File: src/sar_pkg.sv
`default_nettype none
package sar_pkg;

  // ----------------------------------------------------------------
  // Timing
  // ----------------------------------------------------------------
  localparam int unsigned CLK_PERIOD_NS = 10;
  localparam int unsigned ACQ_UNIT_NS = 1000;
  localparam logic [15:0] ACQ_UNIT_CYC = 16'(ACQ_UNIT_NS / CLK_PERIOD_NS);

  // ----------------------------------------------------------------
  // Register byte offsets
  // ----------------------------------------------------------------
  localparam logic [11:0] OFS_TASK_START = 12'h000;
  localparam logic [11:0] OFS_TASK_SAMPLE = 12'h004;
  localparam logic [11:0] OFS_TASK_STOP = 12'h008;
  localparam logic [11:0] OFS_TASK_CAL = 12'h00C;
  localparam logic [11:0] OFS_EVENTS = 12'h100;
  localparam logic [11:0] OFS_STATUS = 12'h400;
  localparam logic [11:0] OFS_CH_BASE = 12'h500;
  localparam logic [1:0] CH_POSITIVE_INPUT_SELECT = 2'h0;
  localparam logic [1:0] CH_NEGATIVE_INPUT_SELECT = 2'h1;
  localparam logic [1:0] CH_CFG = 2'h2;
  localparam logic [1:0] CH_LIMIT = 2'h3;
  localparam logic [11:0] OFS_RESOLUTION = 12'h5F0;
  localparam logic [11:0] OFS_OVERSAMPLE = 12'h5F4;
  localparam logic [11:0] OFS_SAMPLERATE = 12'h5F8;
  localparam logic [11:0] OFS_RESULT_PTR = 12'h62C;
  localparam logic [11:0] OFS_MAXCNT = 12'h630;
  localparam logic [11:0] OFS_AMOUNT = 12'h634;

  // ----------------------------------------------------------------
  // Fields and reset values
  // ----------------------------------------------------------------
  localparam int unsigned CFG_GAIN_LSB = 8;
  localparam int unsigned CFG_REF_BIT = 12;
  localparam int unsigned CFG_ACQUISITION_TIME_LSB = 16;
  localparam int unsigned CFG_MODE_BIT = 20;
  localparam int unsigned SRATE_MODE_BIT = 12;
  localparam logic [31:0] CFG_RST = 32'h0000_0000;
  localparam logic [31:0] LIMIT_RST = 32'h7FFF_8000;
  localparam logic [1:0] RES_RST = 2'h1;
  localparam logic [3:0] SEL_NC = 4'h0;
  localparam logic [3:0] SEL_VDD = 4'h9;
  localparam logic [1:0] RES_14 = 2'h3;

  // ----------------------------------------------------------------
  // Event bits
  // ----------------------------------------------------------------
  localparam int unsigned EV_STARTED = 0;
  localparam int unsigned EV_DONE = 1;
  localparam int unsigned EV_RESULTDONE = 2;
  localparam int unsigned EV_END = 3;
  localparam int unsigned EV_STOPPED = 4;
  localparam int unsigned EV_CALDONE = 5;
  localparam int unsigned EV_LIMH = 6;
  localparam int unsigned EV_LIML = 7;

  typedef enum logic [2:0] {
    S_IDLE, S_CAL, S_ACQ, S_CONV, S_STORE
  } fsm_t;

endpackage
`default_nettype wire

File: src/sar_adc_ctrl.sv
// What this block does
// - Eight channels, each with own selects
// - Positive select set means channel enabled
// - One channel one-shot, several channels scan
// - Negative select used only when differential
// - Single-ended default; negative input grounded
// - Result scaled by resolution minus mode
// - 8/10/12 bits; 14 only oversampled
// - Stored samples are 16-bit signed
// - Scan spacing: acquisition plus conversion
// - Sample task from software or interconnect
// - Offset calibration ends with done event
// - Events on each sample, buffer full
// - Selects: eight pins, supply, or none
// - Internal timer repeats single-channel sampling
// - Own DMA writes every result; oversampled runs store only the averages
// - Limits checked as results appear
// - Per-channel gain field
// - One task converts each enabled channel if not oversampling
// - Sign-extended little-endian; end when full
// - Stop ends sampling, always signals stopped
`timescale 1ns/10ps
`default_nettype none
module sar_adc_ctrl (
  // Clock and reset
  input wire logic ref_clk,
  input wire logic rst_n,
  // APB slave
  input wire logic psel,
  input wire logic penable,
  input wire logic pwrite,
  input wire logic [11:0] paddr,
  input wire logic [31:0] pwdata,
  output logic [31:0] prdata,
  output logic pready,
  output logic pslverr,
  // Event interconnect
  input wire logic sample_evt,
  output logic [7:0] events,
  // Analog core
  output logic [3:0] core_pos_sel,
  output logic [3:0] core_neg_sel,
  output logic core_neg_gnd,
  output logic [2:0] core_gain,
  output logic core_ref_sel,
  output logic core_start,
  output logic core_calib,
  input wire logic core_done,
  input wire logic [14:0] core_code,
  // Result DMA
  output logic mem_req,
  output logic [31:0] mem_addr,
  output logic [15:0] mem_wdata,
  input wire logic mem_ack
);
  typedef struct packed {
    logic [7:0][3:0] positive_input_select;
    logic [7:0][3:0] negative_input_select;
    logic [7:0][31:0] cfg;
    logic [7:0][31:0] lim;
    logic [1:0] res;
    logic [3:0] os;
    logic [12:0] srate;
    logic [31:0] ptr;
    logic [31:0] ptr_act;
    logic [14:0] maxcnt;
    logic [14:0] amount;
    logic running;
    sar_pkg::fsm_t fsm;
    logic [2:0] ch;
    logic [15:0] acq_cnt;
    logic [11:0] tmr;
    logic [23:0] acc;
    logic [7:0] os_cnt;
    logic [15:0] val;
    logic [7:0] evt;
    logic [7:0] evp;
    logic rd_ok;
    logic err;
    logic [31:0] prdata;
    logic [3:0] pos;
    logic [3:0] neg;
    logic neg_gnd;
    logic [2:0] gain;
    logic ref_sel;
    logic start;
    logic calib;
    logic done_q;
    logic mem_req;
  } regs_t;
  regs_t st_ff;
  regs_t nxt_st;

  // ----------------------------------------------------------------
  // Decoding helpers
  // ----------------------------------------------------------------
  function automatic logic sel_on(input logic [3:0] s);
    return (s != sar_pkg::SEL_NC) && (s <= sar_pkg::SEL_VDD);
  endfunction

  // Lowest enabled channel at or above from; bit 3 flags a hit
  function automatic logic [3:0] pick(input logic [7:0] en,
                                      input logic [3:0] from);
    logic [3:0] r;
    r = 4'h0;
    for (int i = 7; i >= 0; i--) begin
      if (en[i] && 4'(i) >= from) begin
        r = {1'b1, 3'(i)};
      end
    end
    return r;
  endfunction

  // ----------------------------------------------------------------
  // Pins, bus strobes, channel state
  // ----------------------------------------------------------------
  logic [15:0] sync_q;
  logic done_s;
  logic [14:0] code_s;
  logic [15:0] shaped;
  logic [7:0] en;
  logic scan;
  logic acc_ph;
  logic wr;
  logic t_start;
  logic t_sample;
  logic t_stop;
  logic t_cal;
  logic done_rise;
  logic os_on;

  level_sync #(.W(16)) u_sync (
    .ref_clk(ref_clk),
    .rst_n(rst_n),
    .d({core_done, core_code}),
    .q(sync_q)
  );
  assign done_s = sync_q[15];
  assign code_s = sync_q[14:0];
  assign done_rise = done_s && !st_ff.done_q;
  assign os_on = st_ff.os != 4'h0;

  result_shaper u_shape (
    .raw(code_s),
    .res(st_ff.res),
    .diff(st_ff.cfg[st_ff.ch][sar_pkg::CFG_MODE_BIT]),
    .os_on(os_on),
    .value(shaped)
  );

  genvar g;
  generate
    for (g = 0; g < 8; g++) begin : g_en
      assign en[g] = sel_on(st_ff.positive_input_select[g]);
    end
  endgenerate
  assign scan = (en & (en - 8'h01)) != 8'h00;

  assign acc_ph = psel && penable;
  assign wr = acc_ph && st_ff.rd_ok && pwrite;
  assign t_start = wr && paddr == sar_pkg::OFS_TASK_START && pwdata[0];
  assign t_sample = wr && paddr == sar_pkg::OFS_TASK_SAMPLE && pwdata[0];
  assign t_stop = wr && paddr == sar_pkg::OFS_TASK_STOP && pwdata[0];
  assign t_cal = wr && paddr == sar_pkg::OFS_TASK_CAL && pwdata[0];

  // ----------------------------------------------------------------
  // Next state
  // ----------------------------------------------------------------
  always_comb begin
    logic is_ch;
    logic [2:0] ai;
    logic [1:0] sub;
    logic [31:0] rdv;
    logic go;
    logic [3:0] nx;
    logic [7:0] clr;
    logic hit;
    logic [23:0] sum;
    is_ch = paddr[11:7] == sar_pkg::OFS_CH_BASE[11:7];
    ai = paddr[6:4];
    sub = paddr[3:2];
    rdv = 32'h0000_0000;
    go = 1'b0;
    nx = 4'h0;
    clr = 8'h00;
    hit = 1'b0;
    sum = 24'h00_0000;
    nxt_st = st_ff;
    nxt_st.evp = 8'h00;
    nxt_st.start = 1'b0;
    nxt_st.calib = 1'b0;
    nxt_st.done_q = done_s;

    // Read data is registered, so every access waits one cycle
    nxt_st.rd_ok = acc_ph && !st_ff.rd_ok;
    unique case (1'b1)
      is_ch: begin
        unique case (sub)
          sar_pkg::CH_POSITIVE_INPUT_SELECT: rdv = {28'h0, st_ff.positive_input_select[ai]};
          sar_pkg::CH_NEGATIVE_INPUT_SELECT: rdv = {28'h0, st_ff.negative_input_select[ai]};
          sar_pkg::CH_CFG: rdv = st_ff.cfg[ai];
          sar_pkg::CH_LIMIT: rdv = st_ff.lim[ai];
        endcase
      end
      paddr == sar_pkg::OFS_EVENTS: rdv = {24'h0, st_ff.evt};
      paddr == sar_pkg::OFS_STATUS:
        rdv = {24'h0, st_ff.running, st_ff.fsm != sar_pkg::S_IDLE,
               scan, 2'h0, st_ff.ch};
      paddr == sar_pkg::OFS_RESOLUTION: rdv = {30'h0, st_ff.res};
      paddr == sar_pkg::OFS_OVERSAMPLE: rdv = {28'h0, st_ff.os};
      paddr == sar_pkg::OFS_SAMPLERATE: rdv = {19'h0, st_ff.srate};
      paddr == sar_pkg::OFS_RESULT_PTR: rdv = st_ff.ptr;
      paddr == sar_pkg::OFS_MAXCNT: rdv = {17'h0, st_ff.maxcnt};
      paddr == sar_pkg::OFS_AMOUNT: rdv = {17'h0, st_ff.amount};
      default: rdv = 32'h0000_0000;
    endcase
    if (acc_ph && !st_ff.rd_ok) begin
      nxt_st.prdata = pwrite ? 32'h0000_0000 : rdv;
      nxt_st.err = !(is_ch || paddr == sar_pkg::OFS_EVENTS ||
        paddr == sar_pkg::OFS_STATUS || paddr[11:8] == 4'h0 &&
        paddr[7:4] == 4'h0 || paddr == sar_pkg::OFS_RESOLUTION ||
        paddr == sar_pkg::OFS_OVERSAMPLE ||
        paddr == sar_pkg::OFS_SAMPLERATE ||
        paddr == sar_pkg::OFS_RESULT_PTR ||
        paddr == sar_pkg::OFS_MAXCNT || paddr == sar_pkg::OFS_AMOUNT);
    end

    if (wr) begin
      if (is_ch) begin
        unique case (sub)
          sar_pkg::CH_POSITIVE_INPUT_SELECT: nxt_st.positive_input_select[ai] = pwdata[3:0];
          sar_pkg::CH_NEGATIVE_INPUT_SELECT: nxt_st.negative_input_select[ai] = pwdata[3:0];
          sar_pkg::CH_CFG: nxt_st.cfg[ai] = pwdata;
          sar_pkg::CH_LIMIT: nxt_st.lim[ai] = pwdata;
        endcase
      end
      if (paddr == sar_pkg::OFS_EVENTS) clr = pwdata[7:0];
      if (paddr == sar_pkg::OFS_RESOLUTION) nxt_st.res = pwdata[1:0];
      if (paddr == sar_pkg::OFS_OVERSAMPLE) nxt_st.os = pwdata[3:0];
      if (paddr == sar_pkg::OFS_SAMPLERATE) nxt_st.srate = pwdata[12:0];
      if (paddr == sar_pkg::OFS_RESULT_PTR) nxt_st.ptr = pwdata;
      if (paddr == sar_pkg::OFS_MAXCNT) nxt_st.maxcnt = pwdata[14:0];
    end

    // Local timer only paces single-channel runs
    if (!(st_ff.running && st_ff.srate[sar_pkg::SRATE_MODE_BIT]) || scan) begin
      nxt_st.tmr = st_ff.srate[11:0];
    end else if (st_ff.tmr == 12'h000) begin
      nxt_st.tmr = st_ff.srate[11:0];
      hit = st_ff.srate[11:0] != 12'h000;
    end else begin
      nxt_st.tmr = st_ff.tmr - 12'h001;
    end

    if (t_start) begin
      nxt_st.ptr_act = st_ff.ptr;
      nxt_st.amount = 15'h0000;
      nxt_st.running = 1'b1;
      nxt_st.acc = 24'h00_0000;
      nxt_st.os_cnt = 8'h00;
      nxt_st.evp[sar_pkg::EV_STARTED] = 1'b1;
    end

    unique case (st_ff.fsm)
      sar_pkg::S_IDLE: begin
        nx = pick(en, 4'h0);
        if (t_cal) begin
          nxt_st.calib = 1'b1;
          nxt_st.fsm = sar_pkg::S_CAL;
        end else if ((t_sample || sample_evt || hit) && st_ff.running &&
                     nx[3]) begin
          go = 1'b1;
        end
      end
      sar_pkg::S_CAL: begin
        if (done_rise) begin
          nxt_st.evp[sar_pkg::EV_CALDONE] = 1'b1;
          nxt_st.fsm = sar_pkg::S_IDLE;
        end
      end
      sar_pkg::S_ACQ: begin
        if (st_ff.acq_cnt == 16'h0000) begin
          nxt_st.start = 1'b1;
          nxt_st.fsm = sar_pkg::S_CONV;
        end else begin
          nxt_st.acq_cnt = st_ff.acq_cnt - 16'h0001;
        end
      end
      sar_pkg::S_CONV: begin
        if (done_rise) begin
          nxt_st.evp[sar_pkg::EV_DONE] = 1'b1;
          // Out-of-range flags appear with the result itself
          if ($signed(shaped) > $signed(st_ff.lim[st_ff.ch][31:16])) begin
            nxt_st.evp[sar_pkg::EV_LIMH] = 1'b1;
          end
          if ($signed(shaped) < $signed(st_ff.lim[st_ff.ch][15:0])) begin
            nxt_st.evp[sar_pkg::EV_LIML] = 1'b1;
          end
          if (os_on) begin
            sum = st_ff.acc + {{8{shaped[15]}}, shaped};
            if (st_ff.os_cnt + 8'h01 == 8'(9'h001 << st_ff.os)) begin
              nxt_st.val = 16'($signed(sum) >>> st_ff.os);
              nxt_st.acc = 24'h00_0000;
              nxt_st.os_cnt = 8'h00;
              nxt_st.mem_req = 1'b1;
              nxt_st.fsm = sar_pkg::S_STORE;
            end else begin
              nxt_st.acc = sum;
              nxt_st.os_cnt = st_ff.os_cnt + 8'h01;
              nxt_st.fsm = sar_pkg::S_IDLE;
            end
          end else begin
            nxt_st.val = shaped;
            nxt_st.mem_req = 1'b1;
            nxt_st.fsm = sar_pkg::S_STORE;
          end
        end
      end
      sar_pkg::S_STORE: begin
        if (mem_ack) begin
          nxt_st.mem_req = 1'b0;
          nxt_st.amount = st_ff.amount + 15'h0001;
          nxt_st.evp[sar_pkg::EV_RESULTDONE] = 1'b1;
          nx = pick(en, {1'b0, st_ff.ch} + 4'h1);
          if (st_ff.amount + 15'h0001 == st_ff.maxcnt) begin
            nxt_st.evp[sar_pkg::EV_END] = 1'b1;
            nxt_st.running = 1'b0;
            nxt_st.fsm = sar_pkg::S_IDLE;
          end else if (scan && nx[3]) begin
            go = 1'b1;
          end else begin
            nxt_st.fsm = sar_pkg::S_IDLE;
          end
        end
      end
    endcase

    if (go) begin
      nxt_st.ch = nx[2:0];
      nxt_st.fsm = sar_pkg::S_ACQ;
      nxt_st.pos = st_ff.positive_input_select[nx[2:0]];
      // Negative mux only matters in differential mode
      nxt_st.neg_gnd = !st_ff.cfg[nx[2:0]][sar_pkg::CFG_MODE_BIT];
      nxt_st.neg = nxt_st.neg_gnd ? sar_pkg::SEL_NC :
                   st_ff.negative_input_select[nx[2:0]];
      nxt_st.gain = st_ff.cfg[nx[2:0]][sar_pkg::CFG_GAIN_LSB +: 3];
      nxt_st.ref_sel = st_ff.cfg[nx[2:0]][sar_pkg::CFG_REF_BIT];
      nxt_st.acq_cnt = 16'(({13'h0,
        st_ff.cfg[nx[2:0]][sar_pkg::CFG_ACQUISITION_TIME_LSB +: 3]} + 16'h0001) *
        sar_pkg::ACQ_UNIT_CYC);
    end

    if (t_stop) begin
      nxt_st.running = 1'b0;
      nxt_st.mem_req = 1'b0;
      nxt_st.start = 1'b0;
      nxt_st.evp[sar_pkg::EV_STOPPED] = 1'b1;
      if (st_ff.fsm != sar_pkg::S_CAL) nxt_st.fsm = sar_pkg::S_IDLE;
    end
    // A new event beats a same-cycle clear
    nxt_st.evt = (st_ff.evt & ~clr) | nxt_st.evp;
  end

  always_ff @(posedge ref_clk or negedge rst_n) begin
    if (!rst_n) begin
      st_ff <= '0;
      st_ff.cfg <= {8{sar_pkg::CFG_RST}};
      st_ff.lim <= {8{sar_pkg::LIMIT_RST}};
      st_ff.res <= sar_pkg::RES_RST;
      st_ff.fsm <= sar_pkg::S_IDLE;
    end else begin
      st_ff <= nxt_st;
    end
  end

  // ----------------------------------------------------------------
  // Outputs
  // ----------------------------------------------------------------
  assign prdata = st_ff.prdata;
  assign pready = acc_ph && st_ff.rd_ok;
  assign pslverr = pready && st_ff.err;
  assign events = st_ff.evp;
  assign core_pos_sel = st_ff.pos;
  assign core_neg_sel = st_ff.neg;
  assign core_neg_gnd = st_ff.neg_gnd;
  assign core_gain = st_ff.gain;
  assign core_ref_sel = st_ff.ref_sel;
  assign core_start = st_ff.start;
  assign core_calib = st_ff.calib;
  assign mem_req = st_ff.mem_req;
  // Halfword slots, low address first: little-endian packing
  assign mem_addr = st_ff.ptr_act + {16'h0, st_ff.amount, 1'b0};
  assign mem_wdata = st_ff.val;
endmodule
`default_nettype wire

File: src/level_sync.sv
`timescale 1ns/10ps
`default_nettype none
module level_sync #(
  parameter int W = 1
) (
  // Clock and reset
  input wire logic ref_clk,
  input wire logic rst_n,
  // Data
  input wire logic [W-1:0] d,
  output logic [W-1:0] q
);
  typedef struct packed {
    logic [W-1:0] s1;
    logic [W-1:0] s2;
  } sync_t;
  sync_t st_ff;
  sync_t nxt_st;

  always_comb begin
    nxt_st.s1 = d;
    nxt_st.s2 = st_ff.s1;
  end

  always_ff @(posedge ref_clk or negedge rst_n) begin
    if (!rst_n) begin
      st_ff <= '0;
    end else begin
      st_ff <= nxt_st;
    end
  end

  assign q = st_ff.s2;
endmodule
`default_nettype wire

File: src/result_shaper.sv
`timescale 1ns/10ps
`default_nettype none
module result_shaper (
  // Raw code, full scale is 2^14
  input wire logic [14:0] raw,
  // Settings
  input wire logic [1:0] res,
  input wire logic diff,
  input wire logic os_on,
  // Shaped result
  output logic [15:0] value
);
  logic [1:0] res_eff;
  logic [3:0] sh;
  logic signed [15:0] ext;

  always_comb begin
    // 14 bits only come from the accumulator
    res_eff = (res == sar_pkg::RES_14 && !os_on) ? 2'h2 : res;
    sh = 4'({res_eff, 1'b0} ^ 3'h6) + 4'(diff);
    ext = signed'({raw[14], raw});
    value = 16'(ext >>> sh);
  end
endmodule
`default_nettype wire

File: config.mk
export PLATFORM = sky130hd
export DESIGN_NAME = sar_adc_ctrl
export DESIGN_NICKNAME = d
export VERILOG_FILES = /design/src/sar_pkg.sv /design/src/sar_adc_ctrl.sv /design/src/level_sync.sv /design/src/result_shaper.sv
export SDC_FILE = /design/constraint.sdc
export NUM_CORES = 2
export LEC_CHECK = 0
export BUFFER_PORTS_ARGS = -buffer_cell sky130_fd_sc_hd__buf_2
export CAP_MARGIN = 10
export CELL_PAD_IN_SITES_DETAIL_PLACEMENT = 0
export CELL_PAD_IN_SITES_GLOBAL_PLACEMENT = 1
export CORE_MARGIN = 3
export CORE_UTILIZATION = 50
export DETAILED_ROUTE_END_ITERATION = 10
export PLACE_DENSITY = 0.83
export REMOVE_ABC_BUFFERS = 1
export SLEW_MARGIN = 20
export SYNTH_ARGS = -nofsm -noshare
export SYNTH_HDL_FRONTEND = slang
export SYNTH_SLANG_ARGS = --single-unit
File: constraint.sdc
create_clock -name ref_clk -period 7.2 [get_ports ref_clk]
set_clock_uncertainty 0.05 [all_clocks]
set_input_delay 1.8 -clock ref_clk [delete_from_list [all_inputs] [get_ports ref_clk]]
set_output_delay 1.8 -clock ref_clk [all_outputs]
set_load 0.05 [all_outputs]
==> flow_summary_export.csv <==
group,metric,value,unit
place,dpl-instance-area,48170,um^2
worst_setup_path,critPathMaxStageDelay,0.50,ns
clock_network,tritoncts,"done",
detailed_routing,antenna_left,0,
power_and_ir_drop,ir_drop,212.0,uV
grt,grt_max_degree,175,
clock_network,cts_setup_buffers,0,
worst_setup_path,path_cells,"ha_1 -> inv_1 -> fa_1 -> nor2b_1 -> o21ai_0 -> a21boi_0 -> o21ai_0 -> o21ai_0 -> o41ai_1 -> o21ai_0 -> a21oi_1 -> buf_4 -> nor3b_1 -> xor2_1 -> buf_2",
worst_setup_path,cp-end-kind,"output pin",
power_and_ir_drop,leakage,23.50,nW
timing,fmax,0.1510,GHz
final_layout,nets,4150,
worst_setup_path,path_class,"register to output pin",
power_and_ir_drop,powerDensity,206.1,nW/um^2
logic_synthesis,netlist_top_cells_count,"dfrtp_1, mux2_2, nand2_1",
grt,grt_pass1_vias,34790,
detailed_routing,viasPerCell,6.521,
worst_setup_path,cp.arrival,4.77,ns
clock_network,cts_hold_buffers,0,
clock_network,cts_buffers,94,
detailed_routing,wirelength,143000,um
die,die_area,96940,um^2
place,post-place-ws,1.177,ns
status,status,"finished clean",
clock_network,cts_resized,0,
timing,setup_viol,0,
die,die_w,311.4,um
worst_setup_path,critPathMaxFanout,8,
logic_synthesis,async_flop_share,100.0,%
place,io_buffer_count,172,
logic_synthesis,synth.most_common_cell,"dfrtp_1",
timing,fin_crit_sh,92.01,%
grt,antenna_found_initial,8,
grt,grt_remaining_overflow,0,
worst_setup_path,path_delay_family,"compound AO/OA/AOI/OAI gates",
logic_synthesis,synthCells,4032,
final_layout,areaGrowthSynthToFinish,10.12,%
logic_synthesis,netlist_area,46620,um^2
detailed_routing,drc,0,
timing,maxSlewViolCount,0,
logic_synthesis,yosysWarnings,0,
logic_synthesis,synthDistinctLibCells,82,
logic_synthesis,yosysTopAreaCellShare,39.83,%
die,core_area,92080,um^2
die,die_h,311.4,um
worst_setup_path,path_buf_inv,3,
logic_synthesis,synth.largest_area_cell,"dfrtp_1",
detailed_routing,via_count,34690,
job,maxCapViolCount,0,
timing,worst_slack,0.5755,ns
die,start_util,50.63,%
clock_network,clockRootBuffer,"clkbuf_16",
final_layout,final_cell_area,51340,um^2
detailed_routing,wl_per_cell,26.88,um
logic_synthesis,synth_area_leaders,"dfrtp_1, mux2_2, dfstp_2, mux4_2, a22oi_1",
final_layout,final_layout_size_suffix_gt1_share,33.99,%
place,gp_congestion,0.9347,
logic_synthesis,synth-main-ff-cell,"dfrtp_1",
die,rows,111,
logic_synthesis,ys_seq_area_share,47.10,%
clock_network,cts_buffer_depth,3,
worst_setup_path,crit_top_cell,"o21ai_0",
timing,tightest_slew,1.107,ns
clock_network,insertion_delay,0.69,ns
grt,track_usage,29.10,%
timing,fin_crit,6.624,ns
detailed_routing,drt_iter0_drc,3460,
clock_network,cts_max_level,3,
logic_synthesis,synth_edf_count,0,
hold_path,hp-class,"register to register",
logic_synthesis,avgSynthCellArea,11.56,um^2
final_layout,nFillCells,7763,
timing,rsz0062_at_grt,"false",
power_and_ir_drop,p_total,10.58,mW
clock_network,cts.sinks,871,
timing,max_slew_margin,24.31,%
worst_setup_path,r2r_slack,1.16,ns
timing,hold_viol_final,0,
die,ios,173,
place,dp_hpwl,92540,um
grt,grt_first_pass_wirelength,218400,um
logic_synthesis,ys_ff_latch,871,
worst_setup_path,required,5.35,ns
worst_setup_path,slowest_stage,"dfrtp_1",
clock_network,clkTransAtPathRegs,0.06,ns
worst_setup_path,cp-start-kind,"register",
detailed_routing,first_pass_iters,10,
==> cells by family after synthesis <==
family | share of synthesized area [%]
adder cells (fa/ha/maj) | 2.303
buffers and inverters | 4.042
AND/OR/NAND/NOR | 7.678
other | 0.008044
AO/OA/AOI/OAI | 13.27
XOR/XNOR | 1.860
flip-flops | 47.10
multiplexers | 23.74
==> where the power goes <==
group          switching, mW  total (mW)  internal [mW]
clock network           2.07        4.91           2.84
logic                  0.521       0.702          0.181
registers             0.0358        4.97           4.93
==> cells in the final DEF (no fill, tap or decap), drive strengths merged, types with 19 or more instances in the layout <==
| master | n |
|---|---|
| and3 | 19 |
| nor2 | 158 |
| o22ai | 28 |
| a221oi | 60 |
| a21o | 40 |
| mux2i | 129 |
| nand3 | 59 |
| mux4 | 70 |
| nand4 | 54 |
| mux2 | 727 |
| nor3 | 48 |
| a211oi | 19 |
| a21oi | 109 |
| a22o | 68 |
| ha | 81 |
| nor4 | 24 |
| xor2 | 35 |
| clkinv | 22 |
| xnor2 | 64 |
| a31oi | 38 |
| o211ai | 32 |
| dfstp | 129 |
| clkbuf | 136 |
| a22oi | 191 |
| o21ai | 170 |
| nand2 | 244 |
| dfrtp | 742 |
| buf | 252 |
| nand2b | 29 |
| inv | 43 |
| and2 | 28 |
==> worst register-to-register path, stage by stage (launching register included) <==
cell and delay, ns:
dfrtp_4 0.43, mux4_2 0.52, mux2i_4 0.65, mux2i_1 0.37, mux2i_1 0.12, mux2i_1 0.26
inv_1 0.14, ha_1 0.24, fa_1 0.41, a21o_1 0.20, a221oi_1 0.45, o21ai_0 0.18
a21boi_0 0.38, xor2_1 0.21, mux4_2 0.54, mux2_2 0.28, o311ai_0 0.35, a31o_2 0.16
==> per-stage QoR <==
step	instances	hold WS, ns	util, %	setup TNS [ns]
global route	5316	0.3025	55.74	0
global placement	5146	0.2856	52.31	0
floorplan	3651	0.2812	-	-137.58
CTS	5315	0.2919	55.73	0
detailed placement	5146	0.2856	52.31	0
finish	5320	0.2961	55.75	0
==> layer usage <==
metal	vias to the layer above	share of wire (%)	track usage (%)
met1	17760	42	39.02
met4	6	4.5	12.43
met3	381	7.6	5.493
li1	15010	-	-
met2	1531	46	46.43
met5	-	0.025	0
==> state kept, by name (all words and copies together) (netlist names) <==
signal	flops
core_neg_gnd	1
prdata	32
mem_wdata	16
core_pos_sel	4
u_sync.q	16
core_neg_sel	4
core_calib	1
events	8
mem_req	1
u_sync.nxt_st	16
core_start	1
core_gain	3
st_ff	767
core_ref_sel	1
==> final cells by class <==
cell class / count / area, um^2 / share of cell area, %
Antenna cell: 5 / 12.51 / 0.02437
Multi-Input combinational cell: 2738 / 22930 / 44.67
Timing Repair Buffer: 252 / 1559 / 3.037
Tap cell: 1243 / 1555 / 3.029
Clock buffer: 136 / 2751 / 5.359
Sequential cell: 871 / 21970 / 42.79
Clock inverter: 33 / 401.6 / 0.7824
Inverter: 42 / 157.7 / 0.3071
==> path summary, 6_finish.rpt <==
kind                             startpoint            to  cells past startpoint
min                        u_sync.nxt_st[8]   u_sync.q[8]                      0
max reg2reg                      st_ff[143]  mem_wdata[6]                     17
min reg2reg                u_sync.nxt_st[8]   u_sync.q[8]                      0
min in group asynchronous             rst_n    st_ff[106]                      1
max in group asynchronous             rst_n    st_ff[251]                      2
max                              st_ff[150]  mem_addr[31]                     15
Note: power is estimated with default switching activity, not from simulation.
